$ cat src/inc/rpec_pkg.sv
// Register map, field positions and constants of the receive performance counter bank
package rpec_pkg;
   // APB byte address width; registers sit at byte address = index * 4
   localparam int          ADDR_W       = 14;
   localparam int          IDX_W        = 12;
   localparam logic [11:0] IDX_FAE_HI   = 12'h902;
   localparam logic [11:0] IDX_FAE_LO   = 12'h903;
   localparam logic [11:0] IDX_SEF      = 12'h904;
   localparam logic [11:0] IDX_CRC_HI   = 12'h906;
   localparam logic [11:0] IDX_CRC_LO   = 12'h907;
   localparam logic [11:0] IDX_SLIP     = 12'h909;
   localparam logic [11:0] IDX_INT_STAT = 12'h910;
   localparam logic [11:0] IDX_INT_EN   = 12'h911;
   localparam logic [11:0] IDX_INT_CLR  = 12'h912;

   // Counter widths
   localparam int          WIDE_W       = 16;
   localparam int          NARROW_W     = 8;
   localparam int          BYTE_W       = 8;

   // Event bit positions in the status, enable and clear registers
   localparam int          NUM_EV       = 4;
   localparam int          EV_FAE       = 0;
   localparam int          EV_SEF       = 1;
   localparam int          EV_CRC       = 2;
   localparam int          EV_SLIP      = 3;

   // Reset values
   localparam logic [15:0] CNT_RST      = 16'h0000;
   localparam logic [3:0]  INT_EN_RST   = 4'h0;
   localparam logic [31:0] RDATA_RST    = 32'h0000_0000;

   // Consecutive errored superframes that declare a severely errored frame
   localparam int          RUN_W        = 5;
   localparam logic [4:0]  SEF_SF_RUN   = 5'h06;
   localparam logic [4:0]  SEF_ESF_RUN  = 5'h18;
endpackage

$ cat src/inc/rpec_cnt_if.sv
// Connection between the register bank and one saturating event counter
`timescale 1ns/10ps
interface rpec_cnt_if #(parameter int W = 8);
   logic         inc;   // One event this cycle
   logic         clr;   // Read completed, subtract the value returned
   logic [W-1:0] sub;   // Value that was returned to software
   logic [W-1:0] count; // Current count
   modport owner (output inc, output clr, output sub, input count);
   modport cnt   (input inc, input clr, input sub, output count);
endinterface

$ cat src/core/rpec_counter_bank.sv
// Receive performance counter bank: error, severe frame and slip counters on APB
//
// Implementation choice: the APB interface to the registers.
`timescale 1ns/10ps
module rpec_counter_bank #(
   parameter logic [4:0] SF_RUN  = rpec_pkg::SEF_SF_RUN,  // Errored superframes, SF
   parameter logic [4:0] ESF_RUN = rpec_pkg::SEF_ESF_RUN  // Errored superframes, ESF
) (
   input  wire logic        pclk,              // Clock, 100 MHz
   input  wire logic        presetn,           // Asynchronous reset, active low
   input  wire logic [13:0] paddr,             // APB byte address
   input  wire logic        psel,              // APB select
   input  wire logic        penable,           // APB access phase
   input  wire logic        pwrite,            // APB write
   input  wire logic [31:0] pwdata,            // APB write data
   output logic      [31:0] prdata,            // APB read data
   output logic             pready,            // APB ready
   output logic             pslverr,           // APB error, unmapped address
   input  wire logic        fae_err_pulse,     // Framing alignment bit error
   input  wire logic        crc6_err_pulse,    // CRC-6 sync bit error
   input  wire logic        fbit_check,        // Superframe framing bits checked
   input  wire logic        fbit_err,          // Those framing bits were in error
   input  wire logic        esf_mode,          // 1 extended superframe, 0 superframe
   input  wire logic        slip_frame_repeat, // Slip buffer repeated a frame
   input  wire logic        slip_frame_drop,   // Slip buffer dropped a frame
   output logic             irq                // Interrupt, high while enabled status set
);
   rpec_cnt_if #(.W(rpec_pkg::WIDE_W))   fae_if ();
   rpec_cnt_if #(.W(rpec_pkg::WIDE_W))   crc_if ();
   rpec_cnt_if #(.W(rpec_pkg::NARROW_W)) sef_if ();
   rpec_cnt_if #(.W(rpec_pkg::NARROW_W)) slip_if ();

   logic [31:0]              prdata_ff;
   logic [31:0]              nxt_rdata;
   logic [15:0]              fae_snap_ff;
   logic [15:0]              crc_snap_ff;
   logic                     fae_arm_ff;
   logic                     crc_arm_ff;
   logic [4:0]               run_ff;
   logic                     sef_event;
   logic [rpec_pkg::NUM_EV-1:0] stat_ff;
   logic [rpec_pkg::NUM_EV-1:0] en_ff;
   logic [rpec_pkg::NUM_EV-1:0] ev_vec;
   logic                     setup;
   logic                     acc_rd;
   logic                     acc_wr;
   logic                     mapped;

   // Word index hit on an aligned address
   function automatic logic hit(input logic [13:0] a, input logic [11:0] i);
      hit = (a[13:2] == i) && (a[1:0] == 2'b00);
   endfunction

   // APB phase decode; zero wait states, so pready is high throughout
   assign setup   = psel && !penable;
   assign acc_rd  = psel && penable && !pwrite;
   assign acc_wr  = psel && penable && pwrite;
   assign pready  = 1'b1;
   assign mapped  = hit(paddr, rpec_pkg::IDX_FAE_HI) || hit(paddr, rpec_pkg::IDX_FAE_LO)
                 || hit(paddr, rpec_pkg::IDX_SEF)    || hit(paddr, rpec_pkg::IDX_CRC_HI)
                 || hit(paddr, rpec_pkg::IDX_CRC_LO) || hit(paddr, rpec_pkg::IDX_SLIP)
                 || hit(paddr, rpec_pkg::IDX_INT_STAT) || hit(paddr, rpec_pkg::IDX_INT_EN)
                 || hit(paddr, rpec_pkg::IDX_INT_CLR);
   assign pslverr = psel && penable && !mapped;
   assign prdata  = prdata_ff;

   // Read mux; a low byte read after an upper byte read returns the snapshot
   always_comb
   begin
      nxt_rdata = rpec_pkg::RDATA_RST;
      unique case (1'b1)
         hit(paddr, rpec_pkg::IDX_FAE_HI):
            nxt_rdata[7:0] = fae_if.count[15:8];
         hit(paddr, rpec_pkg::IDX_FAE_LO):
            nxt_rdata[7:0] = fae_arm_ff ? fae_snap_ff[7:0] : fae_if.count[7:0];
         hit(paddr, rpec_pkg::IDX_SEF):
            nxt_rdata[7:0] = sef_if.count;
         hit(paddr, rpec_pkg::IDX_CRC_HI):
            nxt_rdata[7:0] = crc_if.count[15:8];
         hit(paddr, rpec_pkg::IDX_CRC_LO):
            nxt_rdata[7:0] = crc_arm_ff ? crc_snap_ff[7:0] : crc_if.count[7:0];
         hit(paddr, rpec_pkg::IDX_SLIP):
            nxt_rdata[7:0] = slip_if.count;
         hit(paddr, rpec_pkg::IDX_INT_STAT):
            nxt_rdata[rpec_pkg::NUM_EV-1:0] = stat_ff;
         hit(paddr, rpec_pkg::IDX_INT_EN):
            nxt_rdata[rpec_pkg::NUM_EV-1:0] = en_ff;
         default:
            nxt_rdata = rpec_pkg::RDATA_RST;
      endcase
   end

   // Read data is captured in the setup cycle so prdata comes from a flop
   always_ff @(posedge pclk or negedge presetn)
   begin
      if (!presetn)
         prdata_ff <= rpec_pkg::RDATA_RST;
      else if (setup && !pwrite)
         prdata_ff <= nxt_rdata;
   end

   // Upper byte read snapshots the whole count and arms the lower byte read
   always_ff @(posedge pclk or negedge presetn)
   begin
      if (!presetn)
      begin
         fae_snap_ff <= rpec_pkg::CNT_RST;
         fae_arm_ff  <= 1'b0;
      end
      else if (setup && !pwrite && hit(paddr, rpec_pkg::IDX_FAE_HI))
         fae_snap_ff <= fae_if.count;
      else if (acc_rd && hit(paddr, rpec_pkg::IDX_FAE_HI))
         fae_arm_ff  <= 1'b1;
      else if (acc_rd && hit(paddr, rpec_pkg::IDX_FAE_LO))
         fae_arm_ff  <= 1'b0;
   end

   // Same pairing for the CRC-6 counter
   always_ff @(posedge pclk or negedge presetn)
   begin
      if (!presetn)
      begin
         crc_snap_ff <= rpec_pkg::CNT_RST;
         crc_arm_ff  <= 1'b0;
      end
      else if (setup && !pwrite && hit(paddr, rpec_pkg::IDX_CRC_HI))
         crc_snap_ff <= crc_if.count;
      else if (acc_rd && hit(paddr, rpec_pkg::IDX_CRC_HI))
         crc_arm_ff  <= 1'b1;
      else if (acc_rd && hit(paddr, rpec_pkg::IDX_CRC_LO))
         crc_arm_ff  <= 1'b0;
   end

   // Wide counters clear only on the armed lower byte read, by the snapshot
   assign fae_if.inc  = fae_err_pulse;
   assign fae_if.clr  = acc_rd && hit(paddr, rpec_pkg::IDX_FAE_LO) && fae_arm_ff;
   assign fae_if.sub  = fae_snap_ff;
   assign crc_if.inc  = crc6_err_pulse;
   assign crc_if.clr  = acc_rd && hit(paddr, rpec_pkg::IDX_CRC_LO) && crc_arm_ff;
   assign crc_if.sub  = crc_snap_ff;

   // Narrow counters subtract the value returned, so late events survive
   assign sef_if.inc  = sef_event;
   assign sef_if.clr  = acc_rd && hit(paddr, rpec_pkg::IDX_SEF);
   assign sef_if.sub  = prdata_ff[7:0];
   assign slip_if.inc = slip_frame_repeat || slip_frame_drop;
   assign slip_if.clr = acc_rd && hit(paddr, rpec_pkg::IDX_SLIP);
   assign slip_if.sub = prdata_ff[7:0];

   rpec_sat_counter #(.W(rpec_pkg::WIDE_W)) u_fae_cnt (
      .pclk    (pclk),
      .presetn (presetn),
      .cnt_bus (fae_if.cnt)
   );
   rpec_sat_counter #(.W(rpec_pkg::WIDE_W)) u_crc_cnt (
      .pclk    (pclk),
      .presetn (presetn),
      .cnt_bus (crc_if.cnt)
   );
   rpec_sat_counter #(.W(rpec_pkg::NARROW_W)) u_sef_cnt (
      .pclk    (pclk),
      .presetn (presetn),
      .cnt_bus (sef_if.cnt)
   );
   rpec_sat_counter #(.W(rpec_pkg::NARROW_W)) u_slip_cnt (
      .pclk    (pclk),
      .presetn (presetn),
      .cnt_bus (slip_if.cnt)
   );

   // Severe frame event on the last errored superframe of a full run;
   // a run carried across a mode change declares at once rather than wrapping
   assign sef_event = fbit_check && fbit_err
                   && (run_ff + 5'h01 >= (esf_mode ? ESF_RUN : SF_RUN));

   // Run of consecutive errored superframes; a good one restarts it
   always_ff @(posedge pclk or negedge presetn)
   begin
      if (!presetn)
         run_ff <= 5'h00;
      else if (fbit_check)
         run_ff <= (!fbit_err || sef_event) ? 5'h00 : run_ff + 5'h01;
   end

   // Sticky status; an event in the clearing cycle wins over the clear
   assign ev_vec = {slip_if.inc, crc_if.inc, sef_event, fae_if.inc};
   always_ff @(posedge pclk or negedge presetn)
   begin
      if (!presetn)
         stat_ff <= '0;
      else if (acc_wr && hit(paddr, rpec_pkg::IDX_INT_CLR))
         stat_ff <= (stat_ff & ~pwdata[rpec_pkg::NUM_EV-1:0]) | ev_vec;
      else
         stat_ff <= stat_ff | ev_vec;
   end

   // Interrupt enable register
   always_ff @(posedge pclk or negedge presetn)
   begin
      if (!presetn)
         en_ff <= rpec_pkg::INT_EN_RST;
      else if (acc_wr && hit(paddr, rpec_pkg::IDX_INT_EN))
         en_ff <= pwdata[rpec_pkg::NUM_EV-1:0];
   end

   assign irq = |(stat_ff & en_ff);
endmodule // rpec_counter_bank

$ cat src/core/rpec_sat_counter.sv
// Saturating event counter with subtract-on-read clearing
`timescale 1ns/10ps
module rpec_sat_counter #(
   parameter int W = 8
) (
   input  wire logic pclk,     // Clock
   input  wire logic presetn,  // Asynchronous reset, active low
   rpec_cnt_if.cnt   cnt_bus   // Event and clear port
);
   logic [W-1:0] count_ff;
   logic [W-1:0] base;
   logic [W-1:0] nxt_count;

   // Subtracting what software saw keeps events that came after it was sampled
   always_comb
   begin
      base = cnt_bus.clr ? count_ff - cnt_bus.sub : count_ff;
      nxt_count = base;
      if (cnt_bus.inc && base != {W{1'b1}})
         nxt_count = base + {{(W-1){1'b0}}, 1'b1};
   end

   // Count register
   always_ff @(posedge pclk or negedge presetn)
   begin
      if (!presetn)
         count_ff <= '0;
      else
         count_ff <= nxt_count;
   end

   assign cnt_bus.count = count_ff;
endmodule // rpec_sat_counter

$ cat config.mk
export PLATFORM = sky130hd
export DESIGN_NAME = rpec_counter_bank
export DESIGN_NICKNAME = d
export VERILOG_FILES = /design/src/inc/rpec_pkg.sv /design/src/inc/rpec_cnt_if.sv /design/src/core/rpec_counter_bank.sv /design/src/core/rpec_sat_counter.sv
export SDC_FILE = /design/constraint.sdc
export NUM_CORES = 1
export LEC_CHECK = 0
export BUFFER_PORTS_ARGS = -buffer_cell sky130_fd_sc_hd__buf_2
export CAP_MARGIN = 5
export CORE_UTILIZATION = 65
export CTS_BUF_LIST = sky130_fd_sc_hd__clkbuf_16
export CTS_CLUSTER_SIZE = 30
export DETAILED_ROUTE_END_ITERATION = 10
export HOLD_SLACK_MARGIN = 0.03
export PLACE_DENSITY = 0.87
export SETUP_SLACK_MARGIN = 0.2
export SYNTH_ARGS = -nofsm -noshare
export SYNTH_HDL_FRONTEND = slang
export SYNTH_SLANG_ARGS = --single-unit
$ cat constraint.sdc
create_clock -name pclk -period 10.2 [get_ports pclk]
set_input_delay 0 -clock pclk [delete_from_list [all_inputs] [get_ports pclk]]
set_output_delay 0 -clock pclk [all_outputs]
set_load 0.02 [all_outputs]
# Yosys cells after proc, flatten, opt, wreduce, memory -nomap -nowiden
# Cells that the tools add are included.
[totals]
reg_bits = 103
word_cells = 114
[classes]
n_addsub = 9
magnitude_cmp = 1
eq_ne = 13
mux = 19
bitwise_logic = 7
n_reduce_logical = 53
[op_table]
columns = ["op", "n"]
rows = [
  ["12-bit equality test, second input constant", 9],
  ["16-bit 2-to-1 mux", 4],
  ["8-bit 2-to-1 mux", 6],
  ["1-bit logical AND", 33],
  ["16-bit by 1-bit adder with 16-bit output, second input constant", 2],
  ["16-bit inequality test, second input constant", 2],
  ["4-bit one-hot mux with 8 select lines", 1],
  ["16-bit subtractor", 2],
  ["4-bit one-hot mux with 6 select lines", 1],
  ["8-bit by 1-bit adder with 8-bit output, second input constant", 2],
  ["8-bit inequality test, second input constant", 2],
  ["8-bit subtractor", 2],
  ["1-bit logical OR", 10],
  ["5-bit 2-to-1 mux", 2],
  ["4-bit AND", 2],
  ["4-bit OR", 2],
  ["5-bit by 1-bit adder with 5-bit output, second input constant", 1],
  ["5-bit greater-or-equal comparator", 1],
  ["1-bit zero test", 4],
  ["1-bit 2-to-1 mux", 4],
  ["4-bit 2-to-1 mux", 1],
  ["4-bit inverter", 1],
  ["2-bit AND reduction", 2],
  ["2-bit nonzero test", 2],
  ["other kinds (3)", 4],
]

# Logic depth before layout (Yosys ltp)
# Gate-level depths: netlist (run 1).
[depth]
ltp_word = 12
ltp_mapped = 16
mapped_depth_nobuf = 14

# Modules after synthesis
# From an unflattened synthesis (run 1), not the netlist that was laid out.
[unflattened]
hier_cells = 989
hier_area_um2 = 9191.3
[by_module_without_submodules]
columns = ["mod", "n_inst", "cells_per_inst", "area_each_um2", "seq_area_each_um2"]
rows = [
  ["rpec_sat_counter (u_crc_cnt ...)", 2, 234, 2009.4, 400.4],
  ["rpec_counter_bank", 1, 309, 3350.7, 1376.3],
  ["rpec_sat_counter (u_sef_cnt ...)", 2, 106, 910.9, 200.2],
]

# Least setup slack after synthesis (run 1)
# Ideal clock, no wire load.
[synth_path]
path_type = "reg2reg"
from = "register u_fae_cnt.count_ff[0], in the netlist u_fae_cnt.cnt_bus.count[0]"
to = "register u_fae_cnt.count_ff[1], in the netlist u_fae_cnt.cnt_bus.count[1]"
setup_ns = 0.127
t_arrival_ns = 3.400
setup_slack_ns = 6.673
path_stages_with_launch = 16
path_buffers = 1
path_cell_list = "dfrtp_1 inv_1 ha_1 inv_1 fa_1 a21o_1 a31oi_2 nand3_1 a2111oi_2 a311oi_2 o31ai_4 nand4_1 or3b_1 buf_6 nand2_2 mux2_1"
[synth_via]
elab_chain_len = 5
[synth_rtl]
columns = ["item", "line", "source"]
rows = [
  ["start, declared", "rpec_sat_counter.sv:10", "logic [W-1:0] count_ff;"],
  ["start signal, assigned", "rpec_sat_counter.sv:29", "count_ff <= nxt_count;"],
  ["16-bit subtractor", "rpec_sat_counter.sv:17", "base = cnt_bus.clr ? count_ff - cnt_bus.sub : count_ff;"],
  ["16-bit 2-to-1 mux (*)", "rpec_sat_counter.sv:17", ""],
  ["parallel branches: the longest is 2 deep, another holds 16-bit by 1-bit adder with 16-bit output", "-", ""],
  ["16-bit 2-to-1 mux (*)", "rpec_sat_counter.sv:19", "if (cnt_bus.inc && base != {W{1'b1}})"],
  ["via u_fae_cnt.nxt_count[1]", "rpec_sat_counter.sv:12", "logic [W-1:0] nxt_count;"],
]
# Mark *: on every way through the listed nets, which the timed path passes.
# A chain may end at the register's enable or synchronous reset.

# Worst setup path in the final report (run 1)
# Same ends and word-level chain as after synthesis.

==> results of run 1 <==
area by class of cell:
type                    count  area (µm²)
diodes                      3        7.51
clock inverters             7        41.3
flip-flops and latches    103        2580
inverters                  65         244
well taps                 172         215
repair buffers             57         368
multi-input cells         803        5450
fillers                   988        3590
clock buffers               9         225
sequential cells by signal, summed over array words and instances, names as in the netlist:
register / flops
fae_if.sub: 16
u_sef_cnt.cnt_bus.count: 8
u_slip_cnt.cnt_bus.count: 8
crc_if.sub: 16
crc_arm_ff: 1
en_ff: 4
prdata: 8
u_crc_cnt.cnt_bus.count: 16
stat_ff: 4
fae_arm_ff: 1
u_fae_cnt.cnt_bus.count: 16
run_ff: 5
power by group:
part | internal [mW] | switching, mW | total [mW]
clock | 0.164 | 0.163 | 0.326
sequential | 0.463 | 0.0793 | 0.542
combinational | 0.230 | 0.316 | 0.546
total | 0.856 | 0.558 | 1.41
worst reg2reg max path, delay by kind of cell, from the launching register on:
kind | cells | cell delay (ns)
AOI/OAI and AO/OA | 6 | 1.49
adders and majority gates | 2 | 0.61
buffers and inverters | 2 | 0.15
DFF | 1 | 0.44
muxes | 1 | 0.32
and+or+nand+nor | 3 | 0.97
cell usage in the layout (no fill, tap or decap), drive strengths merged, types with 7 or more instances in the layout:
cell and count:
nand4 16, nor2 56, clkbuf 9, xor2 23
ha 55, o21a 9, or2 8, nor4 11
and2 7, a21oi 48, o31ai 10, a21o 15
mux2 17, a211oi 15, and3 9, nand2 117
conb 25, xnor2 37, buf 43, dlygate4sd3 14
dfrtp 103, nor3b 7, mux2i 37, o22ai 8
nand3 44, a31oi 10, nor2b 14, nor3 26
inv 66, o21ai 82
worst min path at each step:
| stage | endpoint |
|---|---|
| after global routing | stat_ff[0]$_DFF_PN0_ |
| after floorplan | crc_arm_ff$_DFFE_PN0P_ |
| after detailed placement | fae_if.sub[10]$_DFFE_PN0P_ |
| final | u_fae_cnt.cnt_bus.count[0]$_DFF_PN0_ |
| after CTS | u_fae_cnt.cnt_bus.count[0]$_DFF_PN0_ |
| after global placement | fae_if.sub[10]$_DFFE_PN0P_ |
repair_timing:
item / in CTS / in global routing
hold endpoints to repair: 69 / 0
hold buffers: 14 / 0
endpoints found under the setup margin: 0 / 0
resized for setup: 0 / 0
per-layer routing:
layer  vias up  track usage [%]  wire length, µm
met5         -                0                0
met1      3582             40.4             8910
li1       3668                -                -
met3        54             6.59             1320
met2       260             51.6             9730
met4         0             15.5              649
per-stage QoR:
step,power [mW],area (µm²),hold WS (ns),instances
2_1_floorplan,0.958,8610,-0.296,1028
3_3_place_gp,1.05,8710,0.0953,1186
3_5_place_dp,1.07,8710,0.0998,1186
4_1_cts,1.40,9120,0.0400,1216
5_1_grt,1.51,9120,0.0568,1217
6_report,1.41,9130,0.0399,1219
cell families (layout without fill, tap and decap cells):
logic type                 Yosys count  count (layout)
DFF                                103             103
muxes                               54              54
AOI/OAI and AO/OA                  254             254
other                                2              28
buffers and inverters              122             138
adders and majority gates           59              59
xor gates and xnor gates            60              60
and+or+nand+nor                    351             351
==> impl_metrics.csv, run 1 <==
group,metric,value,unit
synth,synth_edf_count,0,
synth,synth_compound_area_share,20.2,%
synth,synth-simple-area-share,20.8,%
layout,drive_gt1_share,9.87,%
setup_path,path_buf_inv,2,
timing,hold_violations,0,
floorplanning,die_width,117,µm
routing,drtPass1Iterations,6,
synth,synth.most_common_cell,"nand2_1",
synth,synthTopCellsByCount,"nand2_1 (116), dfrtp_1 (103), o21ai_0 (78), inv_1 (65), nor2_1 (56)",
cts,cts_buffers,9,
run_status,outcome,"finished, final reports clean",
timing,min_period,4.08,ns
setup_path,crit_arrival,4.32,ns
synth,yosys_warnings,0,
routing,drt_iter0_markers,640,
min_path,hp-class,"input pin to register",
timing,slew_violations,0,
cts,cts-root-buf,"clkbuf_16",
floorplanning,die_area,0.0136,mm²
synth,synth_top_cell_area_share,30.2,%
routing,avgViaCountPerCell,6.21,
synth,synth_top_family_by_area,"simple AND/OR/NAND/NOR gates",
placed_design,pre_cts_slack,6.18,ns
layout,fin_util,71.8,%
routing,drc,0,
grt,grt.total_usage,31.8,%
timing,rsz0062_at_grt,"no",
min_path,whs_path_depth,3,
setup_path,critPathCaptureType,"register",
floorplanning,core_region_area,0.0127,mm²
setup_path,endpoint,"u_fae_cnt.cnt_bus.count[1]$_DFF_PN0_",
setup_path,crit_path_start,"u_fae_cnt.cnt_bus.count[0]$_DFF_PN0_",
synth,syn_avg_cell_area,8.48,µm²
timing,fin_crit_sh,40.0,%
layout,area_delta_synth_final,7.12,%
synth,synth.distinct_cells,83,
synth,synth.area.top_cells,"dfrtp_1 (30%), ha_1 (8.1%), nand2_1 (5.1%)",
routing,ant_nets,0,
grt,grt_pass1_wl,33500,µm
timing,tns,0,ns
cts,cts_max_level,3,
cts,cts.sinks,103,
placed_design,port_buffers,39,
setup_path,path_class,"register to register",
timing,tightest_slew,0.907,ns
placed_design,dp_hpwl,15200,µm
grt,antenna_found_initial,2,
pwr,power.density,155,mW/mm²
setup_path,worst-path-stages,14,
layout,num-nets-final,1156,
cts,clk_pin_slew,0.07,ns
timing,maxSlewHeadroom,39.3,%
routing,wl_per_cell,16.9,µm
setup_path,start_kind,"register",
pwr,ir_drop,0.102,mV
timing,finalSetupViolations,0,
setup_path,rrSetupSlack,6.12,ns
grt,gr-total-overflow,0,
pwr,p_leak,4.09,nW
setup_path,reg2reg_from,"u_fae_cnt.cnt_bus.count[0]$_DFF_PN0_",
synth,synth_seq_cells,103,
cts,cts_setup_buffers,0,
timing,setup_slack,6.12,ns
setup_path,cp_max_fo,10,
setup_path,crit_slowest_cell,"or3b_1",
run,maxCapViolations,0,
setup_path,r2r-end,"u_fae_cnt.cnt_bus.count[1]$_DFF_PN0_",
setup_path,worst_ep_required_time,10.44,ns
synth,muxShareOfSynthArea,6.59,%
grt,grt_max_degree,56,
synth,ys_seq_area_share,30.2,%
synth,yosysTopAreaCell,"dfrtp_1",
timing,finClkSkew,0.0108,ns
synth,ys.flop_type,"dfrtp_1",
min_path,hold_start,"fae_err_pulse",
setup_path,cp_common_cell,"inv_1",
floorplanning,start_util,67.0,%
setup_path,r2r_cells,14,
floorplanning,die_h,117,µm
synth,synth_fa_ha_area_share,9.01,%
floorplanning,placementRows,41,
floorplanning,io_pins,93,
routing,totalWireLength,20600,µm
cts,cts_buffer_depth,2,
timing,fmax,245,MHz
synth,mappedNetlistArea,0.00852,mm²
setup_path,worst_path_dominant_cell_family,"compound AO/OA/AOI/OAI gates",
synth,yosys.area_share.xor_xnor,6.17,%
cts,clock_latency,0.36,ns
placed_design,place.gp.congestion,0.927,
setup_path,cp_slowest_stage_delay,0.59,ns
setup_path,worstPathCellList,"inv_1 -> ha_1 -> inv_1 -> fa_1 -> a21o_1 -> a31o_1 -> a21oi_2 -> o21ai_1 -> a22o_1 -> o31a_1 -> nor3_2 -> or3b_1 -> nand2_2 -> mux2_1",
synth,synth-async-reset-ratio,100,%
grt,grt_pass1_vias,7118,
cts,cts_tree,"built",
routing,num_vias,7564,
synth,netlist_instances,1005,
Power figures use the tool's default switching activity.
==> run 2: changes to the inputs <==
- ABC_AREA: unset -> 1
- CORE_UTILIZATION: 65 -> 62
- PLACE_DENSITY: 0.87 -> 0.83
- clock period: 10.2 -> 4.2 ns (I/O delays scaled with it)
==> impl_metrics.csv, run 2 <==
group,metric,value,unit
routing,totalWireLength,25700,µm
cts,cts_buffers,9,
cts,cts_tree,"built",
timing,min_period,3.13,ns
min_path,hp-class,"input pin to register",
timing,rsz0062_at_grt,"no",
timing,slew_violations,0,
cts,cts_buffer_depth,2,
floorplanning,start_util,64.4,%
synth,mappedNetlistArea,0.00990,mm²
layout,drive_gt1_share,8.11,%
cts,cts_max_level,3,
setup_path,start_kind,"register",
synth,ys_seq_area_share,26.0,%
routing,drt-met1-wl,11400,µm
pwr,power.density,414,mW/mm²
synth,synth_top_cell_area_share,26.0,%
timing,tns,0,ns
synth,ys.flop_type,"dfrtp_1",
grt,grt_max_degree,78,
cts,clock_latency,0.36,ns
synth,synth.area.top_cells,"dfrtp_1 (26%), nand2_1 (20%), inv_1 (9.9%)",
grt,grt_pass1_wl,41900,µm
routing,drc,0,
floorplanning,io_pins,93,
setup_path,crit_arrival,3.39,ns
synth,synth_seq_cells,103,
synth,synth_edf_count,0,
floorplanning,placementRows,45,
synth,netlist_instances,1548,
synth,synth.distinct_cells,54,
cts,clk_pin_slew,0.07,ns
synth,syn_avg_cell_area,6.39,µm²
grt,grt.total_usage,32.7,%
setup_path,worst_ep_required_time,4.45,ns
timing,fin_crit_sh,74.6,%
placed_design,dp_hpwl,20300,µm
setup_path,critPathCaptureType,"register",
layout,final_common_cell,"nand2_1",
run,maxCapViolations,0,
grt,antenna_found_initial,0,
timing,fmax,319,MHz
timing,maxSlewHeadroom,24.5,%
pwr,ir_drop,0.328,mV
floorplanning,core_region_area,0.0154,mm²
layout,n_fill_cell,1350,
floorplanning,die_h,128,µm
run_status,outcome,"finished, final reports clean",
synth,synthTopCellsByCount,"nand2_1 (539), inv_1 (260), dfrtp_1 (103), nand3_1 (99), nor2_1 (89)",
layout,num_antenna_cells,0,
grt,gr-total-overflow,0,
setup_path,cp_max_fo,16,
routing,num_vias,9816,
routing,drt_iter0_markers,1070,
cts,cts.repair.resized,0,
routing,top_layer_used,"met4",
routing,ant_nets,0,
layout,area_delta_synth_final,6.49,%
cts,cts-root-buf,"clkbuf_16",
cts,cts.sinks,103,
timing,tightest_slew,1.13,ns
floorplanning,die_width,128,µm
synth,synth.most_common_cell,"nand2_1",
timing,finClkSkew,0.00867,ns
routing,avgViaCountPerCell,5.45,
layout,final_cell_mix,"nand2_1 (539), inv_1 (260), dfrtp_1 (103)",
setup_path,path_class,"register to register",
synth,synth-async-reset-ratio,100,%
placed_design,place.gp.congestion,0.943,
routing,wl_per_cell,14.3,µm
placed_design,port_buffers,39,
pwr,p_leak,5.69,nW
layout,fin_util,68.6,%
floorplanning,die_area,0.0165,mm²
grt,grt_pass1_vias,8744,
timing,finalSetupViolations,0,
routing,drtPass1Iterations,6,
routing,wl_met3,2290,µm
layout,num-nets-final,1703,
routing,met2WireLength,11400,µm
synth,yosysTopAreaCell,"dfrtp_1",
timing,hold_violations,0,
synth,yosys_warnings,0,
-- run 2: changes by cell type in the layout (fill, tap and decap cells not counted), sizes merged, moves of 14 or more --
cell / previous run / this run
a211oi: 15 / 0
mux2: 17 / 1
inv: 66 / 271
o22ai: 8 / 28
mux2i: 37 / 1
xnor2: 37 / 12
a21oi: 48 / 27
nand3: 44 / 104
nor2: 56 / 112
nor3: 26 / 12
nand2: 117 / 561
nor2b: 14 / 0
xor2: 23 / 40
nand4: 16 / 44
-- run 2: what timing repair did --
action / in CTS / in global routing
hold buffers: 10 / 0
buffers inserted: 0 / 0
endpoints found under the hold margin: 95 / 0
-- run 2: worst paths after layout --
path / start / end / slack (ns) / cells past startpoint
max: fae_arm_ff$_DFFE_PN0P_ / u_fae_cnt.cnt_bus.count[11]$_DFF_PN0_ / 1.07 / 13
max in group asynchronous: presetn / u_slip_cnt.cnt_bus.count[4]$_DFF_PN0_ / 2.89 / 3
min reg2reg: fae_if.sub[13]$_DFFE_PN0P_ / fae_if.sub[13]$_DFFE_PN0P_ / 0.48 / 2
max reg2reg: fae_arm_ff$_DFFE_PN0P_ / u_fae_cnt.cnt_bus.count[11]$_DFF_PN0_ / 1.07 / 13
min: fbit_err / stat_ff[1]$_DFF_PN0_ / 0.06 / 5
min in group asynchronous: presetn / run_ff[0]$_DFFE_PN0P_ / 0.34 / 2
-- run 2: cells by family after synthesis --
kind of cell,synth area share [%]
adder cells (fa/ha/maj),7.76
AND/OR/NAND/NOR,38.4
multiplexers,0.215
flip-flops,26.0
XOR/XNOR,4.60
buffers and inverters,13.7
AO/OA/AOI/OAI,9.18
other,0.0759
-- run 2: routing by layer --
metal | track usage [%] | up-vias
li1 | - | 4901
met1 | 46.6 | 4455
met2 | 51.3 | 417
met3 | 3.74 | 43
met4 | 11.6 | 0
met5 | 0 | -
-- run 2: power by group --
group,internal (mW),switching (mW)
clock network,0.468,0.397
registers,1.12,0.125
logic,0.782,1.47
total,2.37,1.99
-- run 2: area by class of cell --
class                      count  area, µm²  area share, %
sequential                   103       2580           24.5
clock buffer                   9        225           2.14
inverter                     270       1020           9.64
multi-input combinational   1149       6050           57.4
tap                          211        264           2.51
clock inverter                 7       76.3          0.724
timing repair buffer          53        328           3.11
-- run 2: per-stage QoR --
step           cells  instance area [µm²]  hold slack [ns]  setup WS, ns  total power [mW]
2_1_floorplan   1571                 9980           -0.296          1.65              2.98
3_3_place_gp    1776                10100            0.211          1.24              3.39
3_5_place_dp    1776                10100            0.224          1.17              3.45
4_1_cts         1802                10500           0.0569          1.14              4.33
5_1_grt         1802                10500            0.104         0.847              4.72
6_report        1802                10500           0.0565          1.07              4.36
-- run 2: critical path, cell delays in order (launching register included) --
cell     delay, ns
dfrtp_1       0.57
inv_1         0.48
nor2_8        0.12
o21ai_0       0.55
ha_1          0.35
nand2_4       0.08
nor2_4        0.11
nand3_4       0.10
nor2_4        0.16
nand2_4       0.10
nand2_8       0.13
inv_4         0.11
nand2_1       0.09
nand2_1       0.05
